`src/hdl/lan_port_pkg.sv`:
```
package lan_port_pkg;

  // ----------------------------------------------------------------
  // widths and mode bits
  // ----------------------------------------------------------------
  localparam int ADDR_W = 24;
  localparam int DATA_W = 16;
  localparam int MODE_W = 3;
  localparam int MODE_BYTE_CTRL_STYLE_BIT = 0;
  localparam int MODE_ADDR_STROBE_STYLE_BIT = 1;
  localparam int MODE_BYTE_SWAP_EN_BIT = 2;
  localparam logic [MODE_W-1:0] MODE_RESET = 3'h0;
  localparam int SYNC_STAGES = 3;

  // ----------------------------------------------------------------
  // byte mask codes {high lane, low lane}, active low
  // ----------------------------------------------------------------
  localparam logic [1:0] MASK_WORD = 2'h0;
  localparam logic [1:0] MASK_LOWER = 2'h2;
  localparam logic [1:0] MASK_UPPER = 2'h1;
  localparam logic [1:0] MASK_NONE = 2'h3;

  // ----------------------------------------------------------------
  // carriers
  // ----------------------------------------------------------------
  typedef struct packed {
    logic [ADDR_W-1:0] addr;
    logic write;
    logic byte_op;
    logic fifo;
    logic [DATA_W-1:0] wdata;
  } dma_req_t;

  typedef struct packed {
    logic [DATA_W-1:0] muxed_addr_data;
    logic bus_grant_in_n;
    logic ready_n;
    logic data_phase_strobe_n;
    logic read;
    logic cs_n;
    logic port_sel;
  } pins_in_t;

  localparam int PIN_IN_W = $bits(pins_in_t);

  typedef struct packed {
    logic [DATA_W-1:0] muxed_addr_data;
    logic [7:0] upper_address_lines;
    logic addr_strobe_pulse;
    logic byte_mask_low_lane;
    logic byte_mask_high_lane;
    logic xcvr_inbound_ctl_n;
    logic xcvr_outbound_ctl_n;
    logic data_phase_strobe_n;
    logic read;
    logic ready_n;
    logic hold_n;
  } pins_out_t;

  typedef struct packed {
    logic muxed_addr_data;
    logic upper_address_lines;
    logic addr_strobe_pulse;
    logic byte_mask_low_lane;
    logic byte_mask_high_lane;
    logic xcvr_inbound_ctl_n;
    logic xcvr_outbound_ctl_n;
    logic data_phase_strobe_n;
    logic read;
    logic ready_n;
    logic hold_n;
  } pins_oe_t;

  typedef enum logic [2:0] {
    ST_IDLE = 3'h0,
    ST_REQ = 3'h1,
    ST_ADDR_A = 3'h2,
    ST_ADDR_B = 3'h3,
    ST_DATA = 3'h4,
    ST_DONE = 3'h5
  } mst_state_t;

endpackage

```
`src/hdl/lane_steer.sv`:
```
module lane_steer
  import lan_port_pkg::*;
(
  // clock and reset, used by the checks only
  input wire logic i_clk,
  input wire logic i_reset_n,
  // mode
  input wire logic i_byte_ctrl_style,
  input wire logic i_byte_swap_en,
  // request
  input wire logic i_byte_op,
  input wire logic i_upper,
  input wire logic i_fifo,
  input wire logic [DATA_W-1:0] i_wdata,
  input wire logic [DATA_W-1:0] i_rbus,
  // encoded results
  output logic [1:0] o_mask,
  output logic o_byte_line,
  output logic o_addr_bit0,
  output logic [DATA_W-1:0] o_wbus,
  output logic [DATA_W-1:0] o_rdata
);
  logic swap;

  // ----------------------------------------------------------------
  // lane selection
  // ----------------------------------------------------------------
  // only fifo traffic swaps, descriptors stay in native order
  assign swap = i_byte_swap_en & i_fifo;
  assign o_mask = !i_byte_op ? MASK_WORD : (i_upper ? MASK_UPPER : MASK_LOWER);
  assign o_byte_line = i_byte_op;
  // word forces bit 0 low so the illegal code never leaves
  assign o_addr_bit0 = i_byte_op & (i_upper ^ swap);
  assign o_wbus = swap ? {i_wdata[7:0], i_wdata[15:8]} : i_wdata;
  assign o_rdata = swap ? {i_rbus[7:0], i_rbus[15:8]} : i_rbus;

  swap_lane_a: assert property (@(posedge i_clk) disable iff (!i_reset_n)
    swap |-> (o_wbus[7:0] == i_wdata[15:8]) && (o_rdata[15:8] == i_rbus[7:0]))
    else $error("swapped word lost its high byte");
  byte_code_a: assert property (@(posedge i_clk) disable iff (!i_reset_n)
    (i_byte_ctrl_style && !i_byte_op) |-> !o_addr_bit0)
    else $error("word with address bit 0 high");
endmodule

```
`src/hdl/lan_bus_port.sv`:
```
module lan_bus_port
  import lan_port_pkg::*;
(
  // clock and reset
  input wire logic i_clk,
  input wire logic i_reset_n,
  // mode load
  input wire logic i_mode_load,
  input wire logic [lan_port_pkg::MODE_W-1:0] i_mode,
  output logic [lan_port_pkg::MODE_W-1:0] o_mode,
  // dma request
  input wire logic i_dma_valid,
  input wire lan_port_pkg::dma_req_t i_dma_req,
  output logic o_dma_ready,
  output logic o_dma_done,
  output logic [lan_port_pkg::DATA_W-1:0] o_dma_rdata,
  // register access
  output logic o_reg_wr,
  output logic o_reg_rd,
  output logic o_reg_sel,
  output logic [lan_port_pkg::DATA_W-1:0] o_reg_wdata,
  input wire logic [lan_port_pkg::DATA_W-1:0] i_reg_rdata,
  // pins
  input wire lan_port_pkg::pins_in_t i_pins,
  output lan_port_pkg::pins_out_t o_pins,
  output lan_port_pkg::pins_oe_t o_pins_oe
);
  import lan_port_pkg::*;

  logic [MODE_W-1:0] mode_q;
  logic [PIN_IN_W-1:0] s1_q, s2_q, s3_q, filt_q;
  pins_in_t pin_f;
  mst_state_t st_q, st_d;
  dma_req_t req_q;
  logic master, addr_phase, mst_write;
  logic [DATA_W-1:0] ad_q, rdata_q, wbus, rdata_sw;
  logic [1:0] mask;
  logic byte_line, bit0, done_q;
  logic sl_act_q, sl_read_q, sl_sel_q, reg_wr_q, reg_rd_q;
  logic [DATA_W-1:0] reg_wdata_q;
  logic sl_start;

  // ----------------------------------------------------------------
  // mode bits
  // ----------------------------------------------------------------
  always_ff @(posedge i_clk or negedge i_reset_n) begin
    if (!i_reset_n) begin
      mode_q <= MODE_RESET;
    end else if (i_mode_load) begin
      mode_q <= i_mode;
    end
  end
  assign o_mode = mode_q;

  // ----------------------------------------------------------------
  // pin synchronisers
  // ----------------------------------------------------------------
  // a bit moves only when stages two and three agree
  always_ff @(posedge i_clk or negedge i_reset_n) begin
    if (!i_reset_n) begin
      s1_q <= '1;
      s2_q <= '1;
      s3_q <= '1;
      filt_q <= '1;
    end else begin
      s1_q <= i_pins;
      s2_q <= s1_q;
      s3_q <= s2_q;
      filt_q <= (s2_q & s3_q) | (filt_q & (s2_q ^ s3_q));
    end
  end
  assign pin_f = filt_q;

  // ----------------------------------------------------------------
  // master sequencer
  // ----------------------------------------------------------------
  // a new request waits for grant to be released first
  assign o_dma_ready = (st_q == ST_IDLE) && pin_f.bus_grant_in_n && !sl_act_q;

  always_comb begin
    st_d = st_q;
    unique case (st_q)
      ST_IDLE: begin
        if (i_dma_valid && o_dma_ready) begin
          st_d = ST_REQ;
        end
      end
      ST_REQ: begin
        if (!pin_f.bus_grant_in_n) begin
          st_d = ST_ADDR_A;
        end
      end
      ST_ADDR_A: begin
        st_d = ST_ADDR_B;
      end
      ST_ADDR_B: begin
        st_d = ST_DATA;
      end
      ST_DATA: begin
        if (!pin_f.ready_n) begin
          st_d = ST_DONE;
        end
      end
      ST_DONE: begin
        st_d = ST_IDLE;
      end
      default: begin
        st_d = ST_IDLE;
      end
    endcase
  end

  always_ff @(posedge i_clk or negedge i_reset_n) begin
    if (!i_reset_n) begin
      st_q <= ST_IDLE;
    end else begin
      st_q <= st_d;
    end
  end

  always_ff @(posedge i_clk or negedge i_reset_n) begin
    if (!i_reset_n) begin
      req_q <= '0;
    end else if (i_dma_valid && o_dma_ready) begin
      req_q <= i_dma_req;
    end
  end

  assign master = (st_q == ST_ADDR_A) || (st_q == ST_ADDR_B) ||
                  (st_q == ST_DATA) || (st_q == ST_DONE);
  assign addr_phase = (st_q == ST_ADDR_A) || (st_q == ST_ADDR_B);
  assign mst_write = req_q.write;

  lane_steer lane_steer_i (
    .i_clk(i_clk),
    .i_reset_n(i_reset_n),
    .i_byte_ctrl_style(mode_q[MODE_BYTE_CTRL_STYLE_BIT]),
    .i_byte_swap_en(mode_q[MODE_BYTE_SWAP_EN_BIT]),
    .i_byte_op(req_q.byte_op),
    .i_upper(req_q.addr[0]),
    .i_fifo(req_q.fifo),
    .i_wdata(req_q.wdata),
    .i_rbus(pin_f.muxed_addr_data),
    .o_mask(mask),
    .o_byte_line(byte_line),
    .o_addr_bit0(bit0),
    .o_wbus(wbus),
    .o_rdata(rdata_sw)
  );

  // ----------------------------------------------------------------
  // muxed line contents
  // ----------------------------------------------------------------
  // one register feeds the lines for both master and slave
  always_ff @(posedge i_clk or negedge i_reset_n) begin
    if (!i_reset_n) begin
      ad_q <= '0;
    end else if (st_q == ST_REQ && !pin_f.bus_grant_in_n) begin
      ad_q <= mode_q[MODE_BYTE_CTRL_STYLE_BIT] ? {req_q.addr[15:1], bit0} : req_q.addr[15:0];
    end else if (st_q == ST_ADDR_B) begin
      ad_q <= wbus;
    end else if (sl_start && pin_f.read) begin
      ad_q <= i_reg_rdata;
    end
  end

  always_ff @(posedge i_clk or negedge i_reset_n) begin
    if (!i_reset_n) begin
      rdata_q <= '0;
      done_q <= 1'b0;
    end else begin
      done_q <= (st_q == ST_DONE);
      if (st_q == ST_DATA && !pin_f.ready_n && !mst_write) begin
        rdata_q <= rdata_sw;
      end
    end
  end
  assign o_dma_done = done_q;
  assign o_dma_rdata = rdata_q;

  // ----------------------------------------------------------------
  // slave access
  // ----------------------------------------------------------------
  // grant low means we own the bus, so select then is not for us
  assign sl_start = !sl_act_q && !pin_f.cs_n && !pin_f.data_phase_strobe_n &&
                    pin_f.bus_grant_in_n && (st_q == ST_IDLE);

  always_ff @(posedge i_clk or negedge i_reset_n) begin
    if (!i_reset_n) begin
      sl_act_q <= 1'b0;
      sl_read_q <= 1'b0;
      sl_sel_q <= 1'b0;
    end else if (sl_start) begin
      sl_act_q <= 1'b1;
      sl_read_q <= pin_f.read;
      sl_sel_q <= pin_f.port_sel;
    end else if (pin_f.data_phase_strobe_n) begin
      sl_act_q <= 1'b0;
    end
  end

  always_ff @(posedge i_clk or negedge i_reset_n) begin
    if (!i_reset_n) begin
      reg_wr_q <= 1'b0;
      reg_rd_q <= 1'b0;
      reg_wdata_q <= '0;
    end else begin
      reg_wr_q <= sl_start && !pin_f.read;
      reg_rd_q <= sl_start && pin_f.read;
      if (sl_start) begin
        reg_wdata_q <= pin_f.muxed_addr_data;
      end
    end
  end
  assign o_reg_wr = reg_wr_q;
  assign o_reg_rd = reg_rd_q;
  assign o_reg_sel = sl_sel_q;
  assign o_reg_wdata = reg_wdata_q;

  // ----------------------------------------------------------------
  // pin drive
  // ----------------------------------------------------------------
  always_comb begin
    o_pins = '1;
    o_pins_oe = '0;
    o_pins.muxed_addr_data = ad_q;
    o_pins.upper_address_lines = req_q.addr[23:16];
    o_pins_oe.upper_address_lines = master;
    o_pins_oe.muxed_addr_data = (master && (addr_phase || mst_write)) ||
                                (sl_act_q && sl_read_q);
    if (mode_q[MODE_ADDR_STROBE_STYLE_BIT]) begin
      o_pins.addr_strobe_pulse = (st_q != ST_ADDR_A);
    end else begin
      o_pins.addr_strobe_pulse = (st_q == ST_ADDR_A);
    end
    o_pins_oe.addr_strobe_pulse = master;
    // in byte control style pin 16 doubles as the grant chain and is then always driven, in mask style only while master
    if (mode_q[MODE_BYTE_CTRL_STYLE_BIT]) begin
      o_pins.byte_mask_low_lane = byte_line;
      o_pins.byte_mask_high_lane = !((st_q == ST_IDLE) && !pin_f.bus_grant_in_n);
      o_pins_oe.byte_mask_high_lane = 1'b1;
    end else begin
      o_pins.byte_mask_low_lane = mask[0];
      o_pins.byte_mask_high_lane = mask[1];
      o_pins_oe.byte_mask_high_lane = master;
    end
    o_pins_oe.byte_mask_low_lane = master;
    o_pins.xcvr_inbound_ctl_n = !(st_q == ST_DATA && !mst_write);
    o_pins.xcvr_outbound_ctl_n = !(mst_write || addr_phase);
    o_pins_oe.xcvr_inbound_ctl_n = master;
    o_pins_oe.xcvr_outbound_ctl_n = master;
    o_pins.data_phase_strobe_n = (st_q != ST_DATA);
    o_pins_oe.data_phase_strobe_n = master;
    o_pins.read = !mst_write;
    o_pins_oe.read = master;
    o_pins.ready_n = 1'b0;
    o_pins_oe.ready_n = sl_act_q;
    o_pins.hold_n = 1'b0;
    o_pins_oe.hold_n = (st_q != ST_IDLE);
  end

  // ----------------------------------------------------------------
  // checks
  // ----------------------------------------------------------------
  upper_release_a: assert property (@(posedge i_clk) disable iff (!i_reset_n)
    (st_q == ST_IDLE || st_q == ST_REQ) |-> !o_pins_oe.upper_address_lines)
    else $error("upper address driven while not master");
  port_select_a: assert property (@(posedge i_clk) disable iff (!i_reset_n)
    sl_start |=> o_reg_sel == $past(pin_f.port_sel))
    else $error("port select not taken at access start");
  ale_fall_a: assert property (@(posedge i_clk) disable iff (!i_reset_n)
    (st_q == ST_ADDR_A && !mode_q[MODE_ADDR_STROBE_STYLE_BIT] && !i_mode_load) |->
    o_pins.addr_strobe_pulse ##1 !o_pins.addr_strobe_pulse ##1 !o_pins.addr_strobe_pulse)
    else $error("latch enable did not fall and stay low");
  as_pulse_a: assert property (@(posedge i_clk) disable iff (!i_reset_n)
    (st_q == ST_ADDR_A && mode_q[MODE_ADDR_STROBE_STYLE_BIT] && !i_mode_load) |->
    !o_pins.addr_strobe_pulse ##1 o_pins.addr_strobe_pulse)
    else $error("address strobe pulse wrong");
  word_mask_a: assert property (@(posedge i_clk) disable iff (!i_reset_n)
    (master && !mode_q[MODE_BYTE_CTRL_STYLE_BIT] && !req_q.byte_op) |->
    !o_pins.byte_mask_low_lane && !o_pins.byte_mask_high_lane)
    else $error("word access with a mask bit set");
  chain_grant_a: assert property (@(posedge i_clk) disable iff (!i_reset_n)
    (mode_q[MODE_BYTE_CTRL_STYLE_BIT] && st_q == ST_REQ) |-> o_pins.byte_mask_high_lane)
    else $error("grant passed on while requesting");
  inbound_ctl_a: assert property (@(posedge i_clk) disable iff (!i_reset_n)
    (st_q == ST_DATA && !mst_write) |-> !o_pins.xcvr_inbound_ctl_n && o_pins.xcvr_outbound_ctl_n)
    else $error("transceiver control wrong in read data portion");
  outbound_ctl_a: assert property (@(posedge i_clk) disable iff (!i_reset_n)
    (master && mst_write) |-> !o_pins.xcvr_outbound_ctl_n && o_pins.xcvr_inbound_ctl_n)
    else $error("transceiver control wrong on write");
  das_phase_a: assert property (@(posedge i_clk) disable iff (!i_reset_n)
    (st_q == ST_ADDR_B) |-> o_pins.data_phase_strobe_n ##1 !o_pins.data_phase_strobe_n)
    else $error("data strobe not low in data portion");
  bit0_word_a: assert property (@(posedge i_clk) disable iff (!i_reset_n)
    (st_q == ST_ADDR_A && mode_q[MODE_BYTE_CTRL_STYLE_BIT] && !req_q.byte_op) |->
    !o_pins.muxed_addr_data[0])
    else $error("word with address bit 0 high");
  reset_mode_a: assert property (@(posedge i_clk)
    $rose(i_reset_n) |-> !mode_q[MODE_BYTE_CTRL_STYLE_BIT])
    else $error("byte control style set after reset");
endmodule

```
`config.mk`:
```
export PLATFORM = sky130hd
export DESIGN_NAME = lan_bus_port
export DESIGN_NICKNAME = d
export VERILOG_FILES = /design/src/hdl/lan_port_pkg.sv /design/src/hdl/lane_steer.sv /design/src/hdl/lan_bus_port.sv
export SDC_FILE = /design/constraint.sdc
export NUM_CORES = 1
export LEC_CHECK = 0
export BUFFER_PORTS_ARGS = -buffer_cell sky130_fd_sc_hd__buf_4
export CAP_MARGIN = 0
export CORE_UTILIZATION = 58
export DETAILED_ROUTE_END_ITERATION = 8
export HOLD_SLACK_MARGIN = 0.1
export PLACE_DENSITY = 0.85
export SLEW_MARGIN = 30
export SYNTH_ARGS = -nofsm -noshare
export SYNTH_HDL_FRONTEND = slang
export SYNTH_HIERARCHICAL = 1
export SYNTH_SLANG_ARGS = --single-unit
```
`constraint.sdc`:
```
create_clock -name i_clk -period 7 [get_ports i_clk]
set_input_delay 1.4 -clock i_clk [delete_from_list [all_inputs] [get_ports i_clk]]
set_output_delay 1.4 -clock i_clk [all_outputs]
set_load 0.01 [all_outputs]
```
==> results of run 1 <==
-- final timing paths --
check / depth (start not counted) / to / start
min in group asynchronous: 1 / st_q[0] / i_reset_n
min: 0 / s2_q[2] / s1_q[2]
min reg2reg: 0 / s2_q[2] / s1_q[2]
max in group asynchronous: 2 / o_dma_rdata[2] / i_reset_n
max reg2reg: 4 / ad_q[2] / st_q[1]
max: 3 / o_dma_ready / st_q[1]
-- layer usage --
metal	track usage [%]	share of wire [%]	routed length, µm
met2	37.3	50	7370
met1	28.6	41	6060
met5	0	0	0
met3	6.80	6.4	952
met4	11.1	3.2	476
-- cell families (layout without fill, tap and decap cells) --
family | Yosys count | after routing | synth area share (%)
flops | 191 | 191 | 63.8
buf+inv | 47 | 208 | 3.97
other cells | 1 | 2 | 0.0489
fa+ha+maj | 22 | 22 | 3.59
xor+xnor | 2 | 2 | 0.229
simple gates | 74 | 74 | 4.38
mux | 129 | 129 | 19.4
compound gates | 49 | 49 | 4.52
-- sequential cells by signal, indices dropped and copies added, names as in the netlist, 3 cells and up --
name         cells
req_q           34
filt_q          22
s1_q            22
s2_q            22
s3_q            22
ad_q            16
o_dma_rdata     16
o_reg_wdata     16
o_pins           8
o_mode           3
st_q             3
-- cell usage after synthesis, drive strengths merged --
library cell  number  share of area, %
or3b               1              0.11
o32ai              1              0.11
a31oi             17               1.4
dfstp             88                30
nor2              22               1.1
and2               1             0.082
xnor2              2              0.23
or4                1              0.15
and3b              1              0.11
or3                1              0.15
clkbuf            14              0.69
nand2b             3              0.24
a21o              23               2.3
nor2b              2              0.16
a211oi             1             0.098
o21ai              2              0.13
conb               1             0.049
nor3               3              0.20
dfrtp            103                34
or4b               1              0.13
nand2             36               1.8
ha                22               3.6
nand3              1             0.065
nand3b             1             0.098
o211ai             1              0.28
inv                6              0.29
mux2             129                19
buf               27               3.0
a21oi              4              0.26
-- critical path, delay by kind of cell (launching register included) --
| family | cells | cell delay, ns |
|---|---|---|
| buffers and inverters | 1 | 0.20 |
| DFF | 1 | 0.51 |
| and+or+nand+nor | 2 | 0.79 |
-- power by group through the flow --
stage	sequential [mW]	combinational (mW)	clock [mW]
after floorplan	1.67	0.773	0
after global placement	1.65	1.20	0
after detailed placement	1.67	1.23	0
after CTS	1.65	1.24	0.921
after global routing	1.69	1.34	0.970
final	1.66	1.23	0.901
-- metrics by stage --
stage                     hold slack [ns]  instances
after floorplan                     0.345        516
after global placement              0.346        817
after detailed placement            0.347        817
after CTS                           0.349        849
after global routing                0.349        849
final                               0.349        849
-- layout make-up --
class,count,area (µm²),share of cell area [%]
repair buffers,170,1290,13.6
inverters,6,22.5,0.238
multi-input cells,278,2490,26.3
well taps,172,215,2.28
flip-flops and latches,191,4890,51.7
clock inverters,14,123,1.30
clock buffers,18,429,4.54
==> results.yml, run 1 <==
finish:
  antenna_cells: 0
  final_area_um2: 9450
  fillers: 791
  layout_commonest_cell: "buf_4"
  area_growth_pct: 23.4
  final_cell_mix: "168 x buf_4, 119 x mux2_2, 103 x dfrtp_1, 88 x dfstp_2, 34 x nand2_1"
  utilization_pct: 74.0
  fin_nets: 774
  layout-drive-gt1-share_pct: 62.9
synthesis:
  synthCells: 515
  synth.avg_cell_area_um2: 14.9
  ys_types: 34
  synth-seq-area-share_pct: 63.8
  netlist_area_um2: 7660
  yosysWarnings: 6
  ys_seq_elements: 191
sta:
  finalSetupViolCount: 0
  max_freq_ghz: 0.300
  skew_ns: 0.0114
  min_period_ns: 3.33
  fin_ws_ns: 3.67
  final_hold_viol_count: 0
  setup_tns_ns: 0
  period_share_pct: 47.5
  tightest_slew_ns: 0.877
  rsz0062_at_grt: "false"
  slew_viol_final: 0
  max-slew-margin-rel_pct: 41.3
detailed_routing:
  drt_wl_total_um: 14900
  ant_nets: 0
  drc: 0
  drtPass1Iterations: 4
  routed-via-count: 4594
  wl_per_cell_um: 17.5
  drt_iter0_drc: 245
  via_per_inst: 5.41
critical_path:
  endpoint_kind: "output port"
  worst-endpoint-arrival_ns: 1.93
  reg2reg_slack_ns: 4.10
  max_stage_delay_ns: 0.51
  crit_required_ns: 5.60
  crit_chain: "or3_4 > nor2_1 > buf_4"
  cp_max_fo: 13
  criticalPathCategory: "register to output port"
  critPathSlowestCell: "dfrtp_1"
  critPathLaunchType: "register"
placed_design:
  dp_hpwl_um: 9990
  gp_congestion: 0.808
  pre_cts_ws_ns: 3.87
  placed_cell_area_um2: 8890
  io_buffer_count: 169
clock_tree:
  cts_tree: "built"
  cts_resized: 0
  cts_hold_buf: 0
  clk_pin_slew_ns: 0.07
  cts_buffers: 17
  post_cts_buffers: 0
  cts_max_path_buffers: 2
  clkSinkCount: 191
  clk_latency_ns: 0.43
  ctsHtreeMaxLevel: 4
  cts_root_buf: "clkbuf_16"
power:
  power_density_nw_per_um2: 401
  p_leak_nw: 4.48
  irDropWorstVdd_mv: 0.272
  power_mw: 3.79
  power_frac_comb_pct: 32.5
  p_seq_share_pct: 43.7
  clock_power_share_pct: 23.8
  switching_share_pct: 30.5
  p_int_mw: 2.63
  p_sw_mw: 1.16
die:
  die_h_um: 117
  die-area_um2: 13700
  std_cell_rows: 41
  ios: 172
  fp.dieW_um: 117
  initial_core_util_pct: 60.0
  coreArea_um2: 12800
global_routing:
  antenna_found_initial: 0
  grt_pass1_vias: 4587
  overflow: 0
  grt.total_usage_pct: 23.0
  grt_pass1_wl_um: 22900
  grt_start_max_net_pins: 107
outcome:
  status: "complete, no violations"
run:
  cap_violations: 0
hold_path:
  hold_path_class: "register to register"
No activity file was read; power rests on OpenSTA's default activity.
==> run 2, diff against run 1 <==
--- a/config.mk
+++ b/config.mk
@@ -7,10 +7,10 @@
 export LEC_CHECK = 0
 export BUFFER_PORTS_ARGS = -buffer_cell sky130_fd_sc_hd__buf_4
 export CAP_MARGIN = 0
-export CORE_UTILIZATION = 58
+export CORE_UTILIZATION = 54
 export DETAILED_ROUTE_END_ITERATION = 8
 export HOLD_SLACK_MARGIN = 0.1
-export PLACE_DENSITY = 0.85
+export PLACE_DENSITY = 0.8
 export SLEW_MARGIN = 30
 export SYNTH_ARGS = -nofsm -noshare
 export SYNTH_HDL_FRONTEND = slang
==> constraint.sdc (replaced) <==
create_clock -name i_clk -period 3.2 [get_ports i_clk]
set_input_delay 0.64 -clock i_clk [delete_from_list [all_inputs] [get_ports i_clk]]
set_output_delay 0.64 -clock i_clk [all_outputs]
set_load 0.01 [all_outputs]
==> run 2 against run 1 <==
Effect of this change: power rose by 120%; setup slack got worse by 3.1 ns; count of clock-buffer cells in the layout rose by 3; clock power rose by 110%; sequential power rose by 120%; hold slack got worse by 0.20 ns; utilization fell by 5.7 points; cell area rose by 0.32%; critical path type is now register to register; critical endpoint is now ad_q[4].
==> results.yml, run 2 (same netlist as run 1, synthesis figures left out) <==
detailed_routing:
  drtPass1Iterations: 4
  drc: 0
  wl_per_cell_um: 17.3
  ant_nets: 0
  routed-via-count: 4513
  drt_wl_total_um: 14900
  via_per_inst: 5.22
  drt_iter0_drc: 226
critical_path:
  max_stage_delay_ns: 0.62
  cp_max_fo: 16
  critPathSlowestCell: "o211ai_4"
  worst_r2r_endpoint: "ad_q[4]"
  worstRegToRegCells: 4
  worst-endpoint-arrival_ns: 2.97
  endpoint_kind: "register"
  crit_chain: "or3_4 > or4_4 > o211ai_4 > mux2_2"
  crit_required_ns: 3.51
  reg2reg_from: "st_q[1]"
  criticalPathCategory: "register to register"
  critPathLaunchType: "register"
  reg2reg_slack_ns: 0.54
placed_design:
  placed_cell_area_um2: 8970
  gp_congestion: 0.835
  dp_hpwl_um: 10500
  io_buffer_count: 169
power:
  power_mw: 8.19
  p_leak_nw: 4.49
  power_density_nw_per_um2: 864
  irDropWorstVdd_mv: 0.612
clock_tree:
  cts_resized: 0
  clkSinkCount: 191
  clk_latency_ns: 0.43
  clk_pin_slew_ns: 0.06
  ctsHtreeMaxLevel: 4
  cts_root_buf: "clkbuf_16"
  cts_hold_buf: 0
  cts_tree: "built"
  cts_buffers: 17
  post_cts_buffers: 0
  cts_max_path_buffers: 2
finish:
  largest_reg_flops: 34
  multi_input_area_um2: 2480
  seq_area_um2: 4890
  fillers: 979
  fin_nets: 782
  final_area_um2: 9480
  layout-drive-gt1-share_pct: 62.8
  largest_register: "req_q"
  area_growth_pct: 23.8
  antenna_cells: 0
  layout_commonest_cell: "buf_4"
  final_cell_mix: "176 x buf_4, 119 x mux2_2, 103 x dfrtp_1, 88 x dfstp_2, 34 x nand2_1"
  utilization_pct: 68.3
sta:
  final_hold_viol_count: 0
  finalSetupViolCount: 0
  hold_ws_ns: 0.145
  min_period_ns: 2.66
  max-slew-margin-rel_pct: 49.4
  max_freq_ghz: 0.376
  tightest_slew_ns: 0.755
  rsz0062_at_grt: "false"
  slew_viol_final: 0
  skew_ns: 0.0153
  period_share_pct: 83.1
  setup_tns_ns: 0
outcome:
  status: "complete, no violations"
die:
  coreArea_um2: 13900
  std_cell_rows: 43
  ios: 172
  die_h_um: 121
  initial_core_util_pct: 55.2
  fp.dieW_um: 121
  die-area_um2: 14700
global_routing:
  grt_pass1_wl_um: 23600
  grt_pass1_vias: 4712
  antenna_found_initial: 0
  grt_start_max_net_pins: 120
  grt.total_usage_pct: 21.5
  overflow: 0
run:
  cap_violations: 0
hold_path:
  hold_path_class: "input port to async pin"
[run 2: cell types whose count changed in the layout (fill, tap and decap cells not counted), moves of 3 or more]
cell / change
clkinv_2: +3
inv_8: -3
inv_6: -3
buf_4: +8
clkinv_4: -4
[run 2: layout make-up]
cell class                      count  share of cell area [%]
Sequential cell                   191                    51.6
Clock buffer                       21                    4.75
Clock inverter                     11                   0.686
Tap cell                          180                    2.37
Timing Repair Buffer              178                    14.3
Multi-Input combinational cell    278                    26.1
Inverter                            6                   0.237
[run 2: stage by stage]
step           std cells  setup slack, ns
5_1_grt              865            0.485
6_report             865            0.542
4_1_cts              865            0.550
2_1_floorplan        516            0.854
3_3_place_gp         833            0.656
3_5_place_dp         833            0.549
[run 2: critical path: cells and delay by family, from the launching register on]
kind,cells,cell delay (ns)
mux,1,0.41
compound gates,1,0.62
simple gates,2,0.99
flops,1,0.51
[run 2: worst max-delay path by stage]
| stage | startpoint | to | slack, ns | cells past startpoint |
|---|---|---|---|---|
| final | st_q[1] | ad_q[4] | 0.54 | 4 |
| after global routing | st_q[1] | ad_q[2] | 0.48 | 4 |
| after CTS | st_q[1] | ad_q[4] | 0.55 | 4 |
| after detailed placement | st_q[1] | ad_q[4] | 0.55 | 4 |
| after global placement | st_q[1] | ad_q[0] | 0.66 | 4 |
| after floorplan | st_q[0] | ad_q[10] | 0.85 | 7 |
[run 2: metal layers]
layer	global-route usage (%)	wire length, µm	up-vias
met1	26.4	6080	2270
li1	-	-	2071
met2	35.5	7630	154
met4	9.49	262	0
met5	0	0	-
met3	5.92	956	18
[run 2: power breakdown]
group | total (mW) | internal (mW) | switching (mW)
clock | 1.85 | 1.01 | 0.847
sequential | 3.62 | 3.16 | 0.451
combinational | 2.72 | 1.59 | 1.14
total | 8.19 | 5.76 | 2.43
